==> src/scw_pkg.sv <==
// Shared constants and state types for the serial control-register write port.
// Assumes both ends run on sys_clk at 125 MHz.
package scw_pkg;
   localparam int SCW_SYS_CLK_NS = 8;
   localparam int SCW_ADDR_W = 4;
   localparam int SCW_DATA_W = 4;
   localparam int SCW_WORD_W = SCW_ADDR_W + SCW_DATA_W;
   localparam int SCW_REG_COUNT = 16;
   localparam logic [3:0] SCW_REG_RESET = 4'h0;
   localparam logic [3:0] SCW_MODE_ADDR = 4'h0;
   localparam int SCW_SYNC_READ_BIT = 0;
   localparam int SCW_ALT_TONE_BIT = 2;
   localparam logic [2:0] SCW_LAST_BIT = 3'h7;
   // Link timing, least times, so rounded up
   localparam int SCW_T_FRAME_LOW_NS = 1000;
   localparam int SCW_T_FRAME_SETUP_NS = 1000;
   localparam int SCW_T_FRAME_HOLD_NS = 1000;
   localparam int SCW_T_CLK_HALF_NS = 500;
   localparam int SCW_FRAME_LOW_CYC = (SCW_T_FRAME_LOW_NS + SCW_SYS_CLK_NS - 1) / SCW_SYS_CLK_NS;
   localparam int SCW_FRAME_SETUP_CYC =
      (SCW_T_FRAME_SETUP_NS + SCW_SYS_CLK_NS - 1) / SCW_SYS_CLK_NS;
   localparam int SCW_FRAME_HOLD_CYC = (SCW_T_FRAME_HOLD_NS + SCW_SYS_CLK_NS - 1) / SCW_SYS_CLK_NS;
   localparam int SCW_CLK_HALF_CYC = (SCW_T_CLK_HALF_NS + SCW_SYS_CLK_NS - 1) / SCW_SYS_CLK_NS;
   typedef enum logic [0:0] {
      SCW_DEV_WAIT = 1'b0,
      SCW_DEV_SHIFT = 1'b1
   } scw_dev_state_t;
   typedef enum logic [2:0] {
      SCW_HOST_IDLE = 3'b000,
      SCW_HOST_FRAME_LOW = 3'b001,
      SCW_HOST_SETUP = 3'b010,
      SCW_HOST_CLK_LOW = 3'b011,
      SCW_HOST_CLK_HIGH = 3'b100,
      SCW_HOST_HOLD = 3'b101
   } scw_host_state_t;
endpackage : scw_pkg

==> src/scw_if.sv <==
// Three-wire write link between the host end and the receiver end.
// Assumes the host drives every wire; the receiver only listens.
interface scw_if;
   logic write_frame_pin;
   logic ser_clk;
   logic serial_write_in;
   modport host (
      output write_frame_pin,
      output ser_clk,
      output serial_write_in
   );
   modport dev (
      input write_frame_pin,
      input ser_clk,
      input serial_write_in
   );
endinterface : scw_if

==> src/scw_dev_end.sv <==
// Receiver end: control-register file loaded through the three-wire serial write link.
// Assumes the link pins are asynchronous to sys_clk and change far slower than it.
//
// What this block does
// - Host configures receiver by serial 8-bit writes.
// - Frame pin low resets write logic, counter.
// - Host holds frame pin high while shifting.
// - Sample data on first eight serial clock rising edges after frame pin high.
// - First four bits are register address.
// - Next four bits are register data.
// - Both fields shifted and assembled LSB first.
// - Address 0 bit 2 selects alternate tone mode.
// - Mode bit 0 selects clocked readout.
module scw_dev_end
   import scw_pkg::*;
#(
   parameter int REG_COUNT = SCW_REG_COUNT
)
(
   input wire logic sys_clk,
   input wire logic resetn,
   scw_if.dev link,
   output logic [SCW_DATA_W*REG_COUNT-1:0] reg_file_flat,
   output logic alt_tone_mode,
   output logic sync_readout,
   output logic wr_strobe,
   output logic [SCW_ADDR_W-1:0] wr_addr,
   output logic [SCW_DATA_W-1:0] wr_data,
   output logic frame_abort,
   output logic frame_open
);
   if (REG_COUNT < 1 || REG_COUNT > SCW_REG_COUNT)
   begin : g_bad_count
      $error("scw_dev_end: REG_COUNT must lie in 1..16");
   end

   // Pin synchronisers; stage one feeds stage two only
   logic frame_s1_reg, frame_s2_reg;
   logic clk_s1_reg, clk_s2_reg, clk_prev_reg;
   logic data_s1_reg, data_s2_reg;
   logic clk_rise;

   scw_dev_state_t state_reg, state_next;
   logic [2:0] cnt_reg, cnt_next;
   logic [SCW_WORD_W-1:0] sh_reg, sh_next;
   logic [SCW_WORD_W-1:0] full_word;
   logic [SCW_DATA_W-1:0] regs_reg [REG_COUNT];
   logic [SCW_DATA_W-1:0] regs_next [REG_COUNT];
   logic wr_reg, wr_next;
   logic [SCW_ADDR_W-1:0] wa_reg, wa_next;
   logic [SCW_DATA_W-1:0] wd_reg, wd_next;
   logic abort_reg, abort_next;

   always_ff @(posedge sys_clk)
   begin
      if (!resetn)
      begin
         frame_s1_reg <= 1'b1;
         frame_s2_reg <= 1'b1;
         clk_s1_reg <= 1'b1;
         clk_s2_reg <= 1'b1;
         clk_prev_reg <= 1'b1;
         data_s1_reg <= 1'b0;
         data_s2_reg <= 1'b0;
      end
      else
      begin
         frame_s1_reg <= link.write_frame_pin;
         frame_s2_reg <= frame_s1_reg;
         clk_s1_reg <= link.ser_clk;
         clk_s2_reg <= clk_s1_reg;
         clk_prev_reg <= clk_s2_reg;
         data_s1_reg <= link.serial_write_in;
         data_s2_reg <= data_s1_reg;
      end
   end

   // All three pins pass the same two stages, so data keeps its setup to the edge
   assign clk_rise = clk_s2_reg & ~clk_prev_reg;

   // Word as it stands once the current bit has been taken in at the top
   assign full_word = {data_s2_reg, sh_reg[SCW_WORD_W-1:1]};

   always_comb
   begin
      state_next = state_reg;
      cnt_next = cnt_reg;
      sh_next = sh_reg;
      wr_next = 1'b0;
      wa_next = wa_reg;
      wd_next = wd_reg;
      abort_next = 1'b0;
      for (int i = 0; i < REG_COUNT; i++)
      begin
         regs_next[i] = regs_reg[i];
      end
      if (!frame_s2_reg)
      begin
         // A frame cut short before the eighth bit is dropped, never half written
         if (state_reg == SCW_DEV_SHIFT && cnt_reg != 3'h0)
         begin
            abort_next = 1'b1;
         end
         state_next = SCW_DEV_SHIFT;
         cnt_next = 3'h0;
         sh_next = '0;
      end
      else if (state_reg == SCW_DEV_SHIFT && clk_rise)
      begin
         sh_next = full_word;
         if (cnt_reg == SCW_LAST_BIT)
         begin
            wr_next = 1'b1;
            wa_next = full_word[SCW_ADDR_W-1:0];
            wd_next = full_word[SCW_WORD_W-1:SCW_ADDR_W];
            // Addresses beyond the implemented registers are accepted and dropped
            if (int'(full_word[SCW_ADDR_W-1:0]) < REG_COUNT)
            begin
               regs_next[full_word[SCW_ADDR_W-1:0]] = full_word[SCW_WORD_W-1:SCW_ADDR_W];
            end
            state_next = SCW_DEV_WAIT;
            cnt_next = 3'h0;
         end
         else
         begin
            cnt_next = cnt_reg + 3'h1;
         end
      end
   end

   always_ff @(posedge sys_clk)
   begin
      if (!resetn)
      begin
         // Nothing is taken before the first frame pulse after reset
         state_reg <= SCW_DEV_WAIT;
         cnt_reg <= 3'h0;
         sh_reg <= '0;
         wr_reg <= 1'b0;
         wa_reg <= '0;
         wd_reg <= '0;
         abort_reg <= 1'b0;
         for (int i = 0; i < REG_COUNT; i++)
         begin
            regs_reg[i] <= SCW_REG_RESET;
         end
      end
      else
      begin
         state_reg <= state_next;
         cnt_reg <= cnt_next;
         sh_reg <= sh_next;
         wr_reg <= wr_next;
         wa_reg <= wa_next;
         wd_reg <= wd_next;
         abort_reg <= abort_next;
         for (int i = 0; i < REG_COUNT; i++)
         begin
            regs_reg[i] <= regs_next[i];
         end
      end
   end

   for (genvar g = 0; g < REG_COUNT; g++)
   begin : g_flat
      assign reg_file_flat[g*SCW_DATA_W +: SCW_DATA_W] = regs_reg[g];
   end

   // Mode register fields steer the tone filters and the readout path
   assign alt_tone_mode = regs_reg[SCW_MODE_ADDR][SCW_ALT_TONE_BIT];
   assign sync_readout = regs_reg[SCW_MODE_ADDR][SCW_SYNC_READ_BIT];
   assign wr_strobe = wr_reg;
   assign wr_addr = wa_reg;
   assign wr_data = wd_reg;
   assign frame_abort = abort_reg;
   assign frame_open = (state_reg == SCW_DEV_SHIFT);
endmodule : scw_dev_end

==> src/flat_wrapper.sv <==
// flat-port wrapper written by rule: the top's interface ports become plain ports
module scw_dev_end_flat import scw_pkg::*;
#(
   parameter int REG_COUNT = SCW_REG_COUNT
)
  (sys_clk, resetn, reg_file_flat, alt_tone_mode, sync_readout, wr_strobe, wr_addr, wr_data, frame_abort, frame_open, link_write_frame_pin, link_ser_clk, link_serial_write_in);
  scw_if link_i ();
  input wire logic sys_clk;
  input wire logic resetn;
  output logic [SCW_DATA_W*REG_COUNT-1:0] reg_file_flat;
  output logic alt_tone_mode;
  output logic sync_readout;
  output logic wr_strobe;
  output logic [SCW_ADDR_W-1:0] wr_addr;
  output logic [SCW_DATA_W-1:0] wr_data;
  output logic frame_abort;
  output logic frame_open;
  input wire logic [$bits(link_i.write_frame_pin)-1:0] link_write_frame_pin;
  input wire logic [$bits(link_i.ser_clk)-1:0] link_ser_clk;
  input wire logic [$bits(link_i.serial_write_in)-1:0] link_serial_write_in;
  assign link_i.write_frame_pin = link_write_frame_pin;
  assign link_i.ser_clk = link_ser_clk;
  assign link_i.serial_write_in = link_serial_write_in;
  scw_dev_end #(.REG_COUNT(REG_COUNT)) u_core (.sys_clk(sys_clk), .resetn(resetn), .link(link_i), .reg_file_flat(reg_file_flat), .alt_tone_mode(alt_tone_mode), .sync_readout(sync_readout), .wr_strobe(wr_strobe), .wr_addr(wr_addr), .wr_data(wr_data), .frame_abort(frame_abort), .frame_open(frame_open));
endmodule
==> config.mk <==
export PLATFORM = sky130hd
export DESIGN_NAME = scw_dev_end_flat
export DESIGN_NICKNAME = d
export VERILOG_FILES = /design/src/scw_pkg.sv /design/src/scw_if.sv /design/src/scw_dev_end.sv /design/src/flat_wrapper.sv
export SDC_FILE = /design/constraint.sdc
export NUM_CORES = 1
export LEC_CHECK = 0
export BUFFER_PORTS_ARGS = -buffer_cell sky130_fd_sc_hd__buf_2
export CAP_MARGIN = 30
export CORE_MARGIN = 2
export CORE_UTILIZATION = 35
export DETAILED_ROUTE_END_ITERATION = 7
export RECOVER_POWER = 100
export SYNTH_ARGS = -nofsm -noshare
export SYNTH_HDL_FRONTEND = slang
export SYNTH_SLANG_ARGS = --single-unit
==> constraint.sdc <==
create_clock -name sys_clk -period 2.05 [get_ports sys_clk]
set_clock_uncertainty 0.1 [all_clocks]
set_input_delay 0.41 -clock sys_clk [delete_from_list [all_inputs] [get_ports sys_clk]]
set_output_delay 0.41 -clock sys_clk [all_outputs]
set_load 0.02 [all_outputs]
==> run metrics, run 1 <==
status finished, final reports clean; worst hold slack after final layout 0.1512 ns; count of nets left with antenna violations after detail routing 0; number of enable-type register cells in the synthesized netlist 0; kind of start point of the critical path register; first-pass GRT wire length 13430 um; floorplan core area 10230 um^2; area of the mapped netlist 3640 um^2; post-synthesis adder-cell area fraction 1.375%; clock latency on the worst-skew pair 0.36 ns; root buffer selected by CTS clkbuf_8; Longest Clk Path Bufs 2; setup ws final 0.1355 ns; total die area 11230 um^2; GPL Wtd Cong 0.7576; dominant combinational cell family by area after synthesis simple AND/OR/NAND/NOR gates; filler cell count in the final layout 1023; initial antenna violation count 0; simple-gate share of the synthesized area 22.04%; Die X 106.0 um; via count of the first global-routing pass 2612; Crit Path Class reg2reg; fraction of layout cells with a size suffix above 1 9.685%; average wire per standard cell 14.50 um; Final Net Count 448; vias post-DR 2727; data arrival time of the critical path 2.04 ns; async set-or-reset flop fraction in the synthesized netlist 0%; reg2reg start u_core.cnt_reg[1]; clock tree sinks 92; post-detailed-routing wire length 8411 um; areal power density over the cells 747.1 nW/um^2; top achievable clock speed 522.3 MHz; height of the die 106.0 um; IO buf count 81; GRT Overall Usage 15.25%; drc violations 0; cell count of the worst hold path 2; flop2flop setup slack 0.14 ns; number of maximum-capacitance constraint violations 0; R2R depth 5; register area share after synthesis 50.60%; overall overflow remaining after global route 0; Period Utilization, post-route 93.39%; register bit total from synthesis 92; worst voltage drop across the vdd grid 0.3279 mV; Hold Crit Start link_ser_clk; starting density of the core 35.58%; count of final max-slew check failures 0; number of cells after detailed placement 562; area added between synthesis and finish 18.91%; Tmin final 1.914 ns; number of unique standard cell types used by synthesis 32; routed vias/inst 4.702; final total negative setup slack 0 ns; Initial DRC Count 85; most common cell after layout, fill and taps aside dfxtp_1; maximum number of pins on one net before global-route repair 42; yosys warns 0; Largest register FFs 64; number of core rows 37; number of nets produced by synthesis 366; CTS tree done; Crit path required time 2.17 ns; leakage component of the power 1.668 nW; Clock H-tree levels 3; commonest register cell after synthesis dfxtp_1; top cell type's share of synthesized area 50.60%; CP endpoint kind register; number of primary I/O pins 82; number of antenna repair diodes 0; multiplexer share of the synthesized area 17.60%; clock slew at reported path FFs 0.09 ns; type of the most critical hold path in2reg; placed wire-length estimate after detailed placement 5971 um; number of detailed-route iterations in the first pass 6; fraction of synthesized cell area in xor and xnor cells 0%; maximum net fanout on the critical path 5; worst rel slew slack 32.52%; Setup Viol. Count Final 0; fraction of the core area covered by cells at the end of the flow 42.30%; cells after synthesis 357; Endpoint, Worst Hold u_core.clk_s1_reg; compound-gate portion of the synthesized area 4.400%; syn_area_per_cell 10.20 um^2; slew at the pin with the worst max-slew slack 1.012 ns; count of endpoints failing hold in the final timing report 0; number of CTS-inserted buffers 9; post-synth top area cell dfxtp_1; non-filler instance count after layout 580; Critical R2R Capture u_core.regs_reg[0][7]; largest cells by area after synthesis dfxtp_1 51%, mux2i_1 18%, nand2_1 9.4%; most frequent cells in the layout 92 x dfxtp_1, 91 x nand2_1, 84 x clkbuf_1, 64 x mux2i_1, 12 x buf_4; Worst Setup Slack post-DPL 0.05306 ns
[repair_timing]
| action | 4_1_cts | 5_1_grt |
|---|---|---|
| gates resized for setup | 0 | 1 |
| endpoints found under the setup margin | 0 | 34 |
| setup buffers | 0 | 2 |
| hold buffers | 0 | 0 |
[final cells by class]
cell class                 count  area [um^2]  area share (%)
timing repair buffer          98        424.2           9.801
multi-input combinational    235         1653           38.19
sequential                    92         1842           42.56
tap                          136        170.2           3.932
clock inverter                 3        68.82           1.590
inverter                       3        11.26          0.2602
clock buffer                  13        158.9           3.672
[layer usage]
layer / routed length (um) / vias to the layer above / GRT usage [%]
met5: 0 / - / 0
met3: 310 / 8 / 3.924
li1: - / 1355 / -
met2: 4066 / 46 / 24.52
met1: 3955 / 1318 / 20.14
met4: 79 / 0 / 4.793
[per-stage QoR]
stage	instance area [um^2]	total power, mW
floorplan	3640	1.873
global placement	4194	1.894
detailed placement	4194	1.895
CTS	4422	3.259
global route	4328	3.322
finish	4328	3.233
[logic make-up (layout without fill, tap and decap cells)]
family                     Yosys count  in the layout
buffers and inverters               30            117
DFF                                 92             92
adders and majority gates            4              4
muxes                               64             64
and+or+nand+nor                    139            139
AOI/OAI and AO/OA                   28             28
[where the power goes]
| group | total (mW) | internal, mW | switching [mW] |
|---|---|---|---|
| Clock | 1.38 | 0.758 | 0.626 |
| Sequential | 1.80 | 1.79 | 0.00421 |
| Combinational | 0.0528 | 0.0122 | 0.0407 |
| Total | 3.23 | 2.56 | 0.671 |
[worst max-delay path, stage by stage, from the launching register on]
cell and delay [ns]:
dfxtp_1 0.37, ha_1 0.21, ha_1 0.17, nand2_1 0.12
or4b_1 0.64, mux2i_1 0.16
[Yosys cell counts (2+ instances only)]
master	count
buf_4	3
inv_1	3
a21oi_1	11
buf_6	2
and2_1	3
o21ai_0	9
nand4_1	3
a21boi_0	8
nand3_1	8
nand3b_1	2
dfxtp_1	92
nor4_4	10
nor2_1	2
buf_2	5
ha_1	4
nand2b_1	8
nand2_1	91
clkbuf_1	15
buf_1	2
mux2i_1	64
[worst max-delay path by stage]
stage | endpoint | start | slack [ns] | cells past startpoint
finish | u_core.regs_reg[0][7] | u_core.cnt_reg[1] | 0.14 | 5
global route | u_core.regs_reg[1][27] | u_core.cnt_reg[0] | -0.008 | 7
CTS | u_core.regs_reg[1][27] | u_core.cnt_reg[0] | 0.05 | 6
detailed placement | u_core.regs_reg[1][27] | u_core.cnt_reg[0] | 0.05 | 6
global placement | u_core.regs_reg[1][24] | u_core.cnt_reg[0] | 0.15 | 6
floorplan | u_core.regs_reg[1][4] | u_core.cnt_reg[0] | 0.19 | 7
(Power assumes the default switching activity.)
==> run 2, diff against run 1 <==
--- a/config.mk
+++ b/config.mk
@@ -8,9 +8,12 @@
 export BUFFER_PORTS_ARGS = -buffer_cell sky130_fd_sc_hd__buf_2
 export CAP_MARGIN = 30
 export CORE_MARGIN = 2
-export CORE_UTILIZATION = 35
+export CORE_UTILIZATION = 50
 export DETAILED_ROUTE_END_ITERATION = 7
+export PLACE_DENSITY = 0.75
 export RECOVER_POWER = 100
+export REMOVE_ABC_BUFFERS = 1
 export SYNTH_ARGS = -nofsm -noshare
 export SYNTH_HDL_FRONTEND = slang
 export SYNTH_SLANG_ARGS = --single-unit
+export TNS_END_PERCENT = 1
==> run metrics, run 2 (same netlist as run 1, synthesis figures left out) <==
number of primary I/O pins 82 (unchanged); starting density of the core 51.00% (+15 points); number of maximum-capacitance constraint violations 0 (unchanged); CTS tree done; filler cell count in the final layout 691 (-32%); count of nets left with antenna violations after detail routing 0 (unchanged); data arrival time of the critical path 2.04 ns (about the same); Switch Pwr 0.6109 mW (-9.0%); top achievable clock speed 518.4 MHz (-0.75%); initial antenna violation count 0 (unchanged); floorplan core area 7137 um^2 (-30%); Reg area 1842 um^2 (unchanged); GPL Wtd Cong 0.7800 (+3.0%); maximum number of pins on one net before global-route repair 47 (+12%); GRT Overall Usage 19.49% (+4.2 points); type of the most critical hold path in2reg; Largest register FFs 64 (unchanged); height of the die 89.32 um (-16%); post-detailed-routing wire length 7649 um (-9.1%); Internal Power 2.307 mW (-9.9%); count of endpoints failing hold in the final timing report 0 (unchanged); Tmin final 1.929 ns (+0.01439 ns); instance area after placement 4155 um^2 (-0.92%); overall overflow remaining after global route 0 (unchanged); number of detailed-route iterations in the first pass 4 (-2); worst rel slew slack 51.58% (+19 points); Crit path required time 2.16 ns (about the same); final design instance area without fill 4215 um^2 (-2.6%); clock slew at reported path FFs 0.08 ns (about the same); IO buf count 81 (unchanged); Longest Clk Path Bufs 2 (unchanged); switching share of total power 20.93% (+0.17 points); Post-CTS Hold Fix Bufs 0 (unchanged); Period Utilization, post-route 94.09% (+0.70 points); Setup Viol. Count Final 0 (unchanged); via count of the first global-routing pass 2546 (-2.5%); average wire per standard cell 14.24 um (-1.8%); sequential fraction of design power 61.6% (+6.0 points); fraction of layout cells with a size suffix above 1 9.132% (-0.55 points); CP endpoint kind register; Final Net Count 443 (-1.1%); routed vias/inst 5.069 (+7.8%); setup ws final 0.1211 ns (-0.01439 ns); worst hold slack after final layout 0.1521 ns (+0.0009680 ns); leakage component of the power 1.626 nW (-2.5%); drc violations 0 (unchanged); total die area 7978 um^2 (-29%); placed wire-length estimate after detailed placement 5145 um (-14%); number of antenna repair diodes 0 (unchanged); number of CTS-inserted buffers 9 (unchanged); portion of total power attributed to the clock network 36.6% (-6.2 points); Multi-input gate area 1643 um^2 (-0.61%); root buffer selected by CTS clkbuf_8; status finished, final reports clean; Die X 89.32 um (-16%); vias post-DR 2722 (-0.18%); Crit Path Class reg2reg; number of core rows 31 (-16%); most common cell after layout, fill and taps aside dfxtp_1; cell count of the worst hold path 2 (unchanged); Clock H-tree levels 3 (unchanged); kind of start point of the critical path register; count of final max-slew check failures 0 (unchanged); areal power density over the cells 692.3 nW/um^2 (-7.3%); R2R depth 5 (unchanged); Initial DRC Count 137 (+61%); most frequent cells in the layout 92 x dfxtp_1, 90 x nand2_1, 81 x clkbuf_1, 64 x mux2i_1; clock tree sinks 92 (unchanged); combinational group share of total power 1.9% (+0.3 points); worst voltage drop across the vdd grid 0.3357 mV (+2.4%); maximum net fanout on the critical path 5 (unchanged); Worst Setup Slack post-DPL 0.06735 ns (+0.01429 ns); area added between synthesis and finish 15.81%; clock latency on the worst-skew pair 0.34 ns (-0.02 ns); slew at the pin with the worst max-slew slack 0.7204 ns (-0.2918 ns); unrepaired setup endpoints after global routing false; first-pass GRT wire length 12060 um (-10%)
## run 2: power by group through the flow
stage               clock network, mW  logic, mW  registers [mW]
CTS                              1.10     0.0558            1.80
detailed placement                  0     0.0558            1.84
global route                     1.17     0.0608            1.80
finish                           1.07     0.0546            1.80
floorplan                           0     0.0141            1.84
global placement                    0     0.0550            1.84
## run 2: per-stage QoR
| step | utilization, % | total power [mW] | setup TNS (ns) | std cells |
|---|---|---|---|---|
| 6_report | 59.06 | 2.918 | 0 | 537 |
| 5_1_grt | 59.06 | 3.030 | 0 | 537 |
| 4_1_cts | 60.59 | 2.949 | 0 | 536 |
| 3_5_place_dp | 58.22 | 1.895 | 0 | 521 |
| 3_3_place_gp | 58.22 | 1.894 | 0 | 521 |
| 2_1_floorplan | - | 1.853 | -26.31 | 330 |
## run 2: final timing paths
check | from | endpoint | slack (ns)
worst max-delay path | u_core.cnt_reg[0] | u_core.regs_reg[1][1] | 0.12
worst min-delay path | link_ser_clk | u_core.clk_s1_reg | 0.15
worst max register to register | u_core.cnt_reg[0] | u_core.regs_reg[1][1] | 0.12
worst min register to register | u_core.clk_s1_reg | u_core.clk_s2_reg | 0.31
## run 2: worst max-delay path, stage by stage (launching register included)
cell	delay (ns)
dfxtp_1	0.38
ha_1	0.20
ha_1	0.18
nand2_2	0.10
or4_1	0.68
mux2i_1	0.17
## run 2: metal layers
metal	GRT usage [%]	part of all wire (%)
met1	25.96	48
met2	31.38	46
met3	3.509	4.7
met4	7.734	0.97
met5	0	0
## run 2: final cells by class
class | instances | share of cell area (%)
sequential | 92 | 43.69
multi-input combinational | 235 | 38.97
timing repair buffer | 93 | 10.12
clock buffer | 13 | 3.770
tap | 99 | 2.939
inverter | 3 | 0.2671
clock inverter | 2 | 0.2375
## run 2: repair_timing
item / 4_1_cts / 5_1_grt
setup endpoints to repair: 0 / 23
setup buffers: 0 / 1
gates resized for setup: 0 / 1
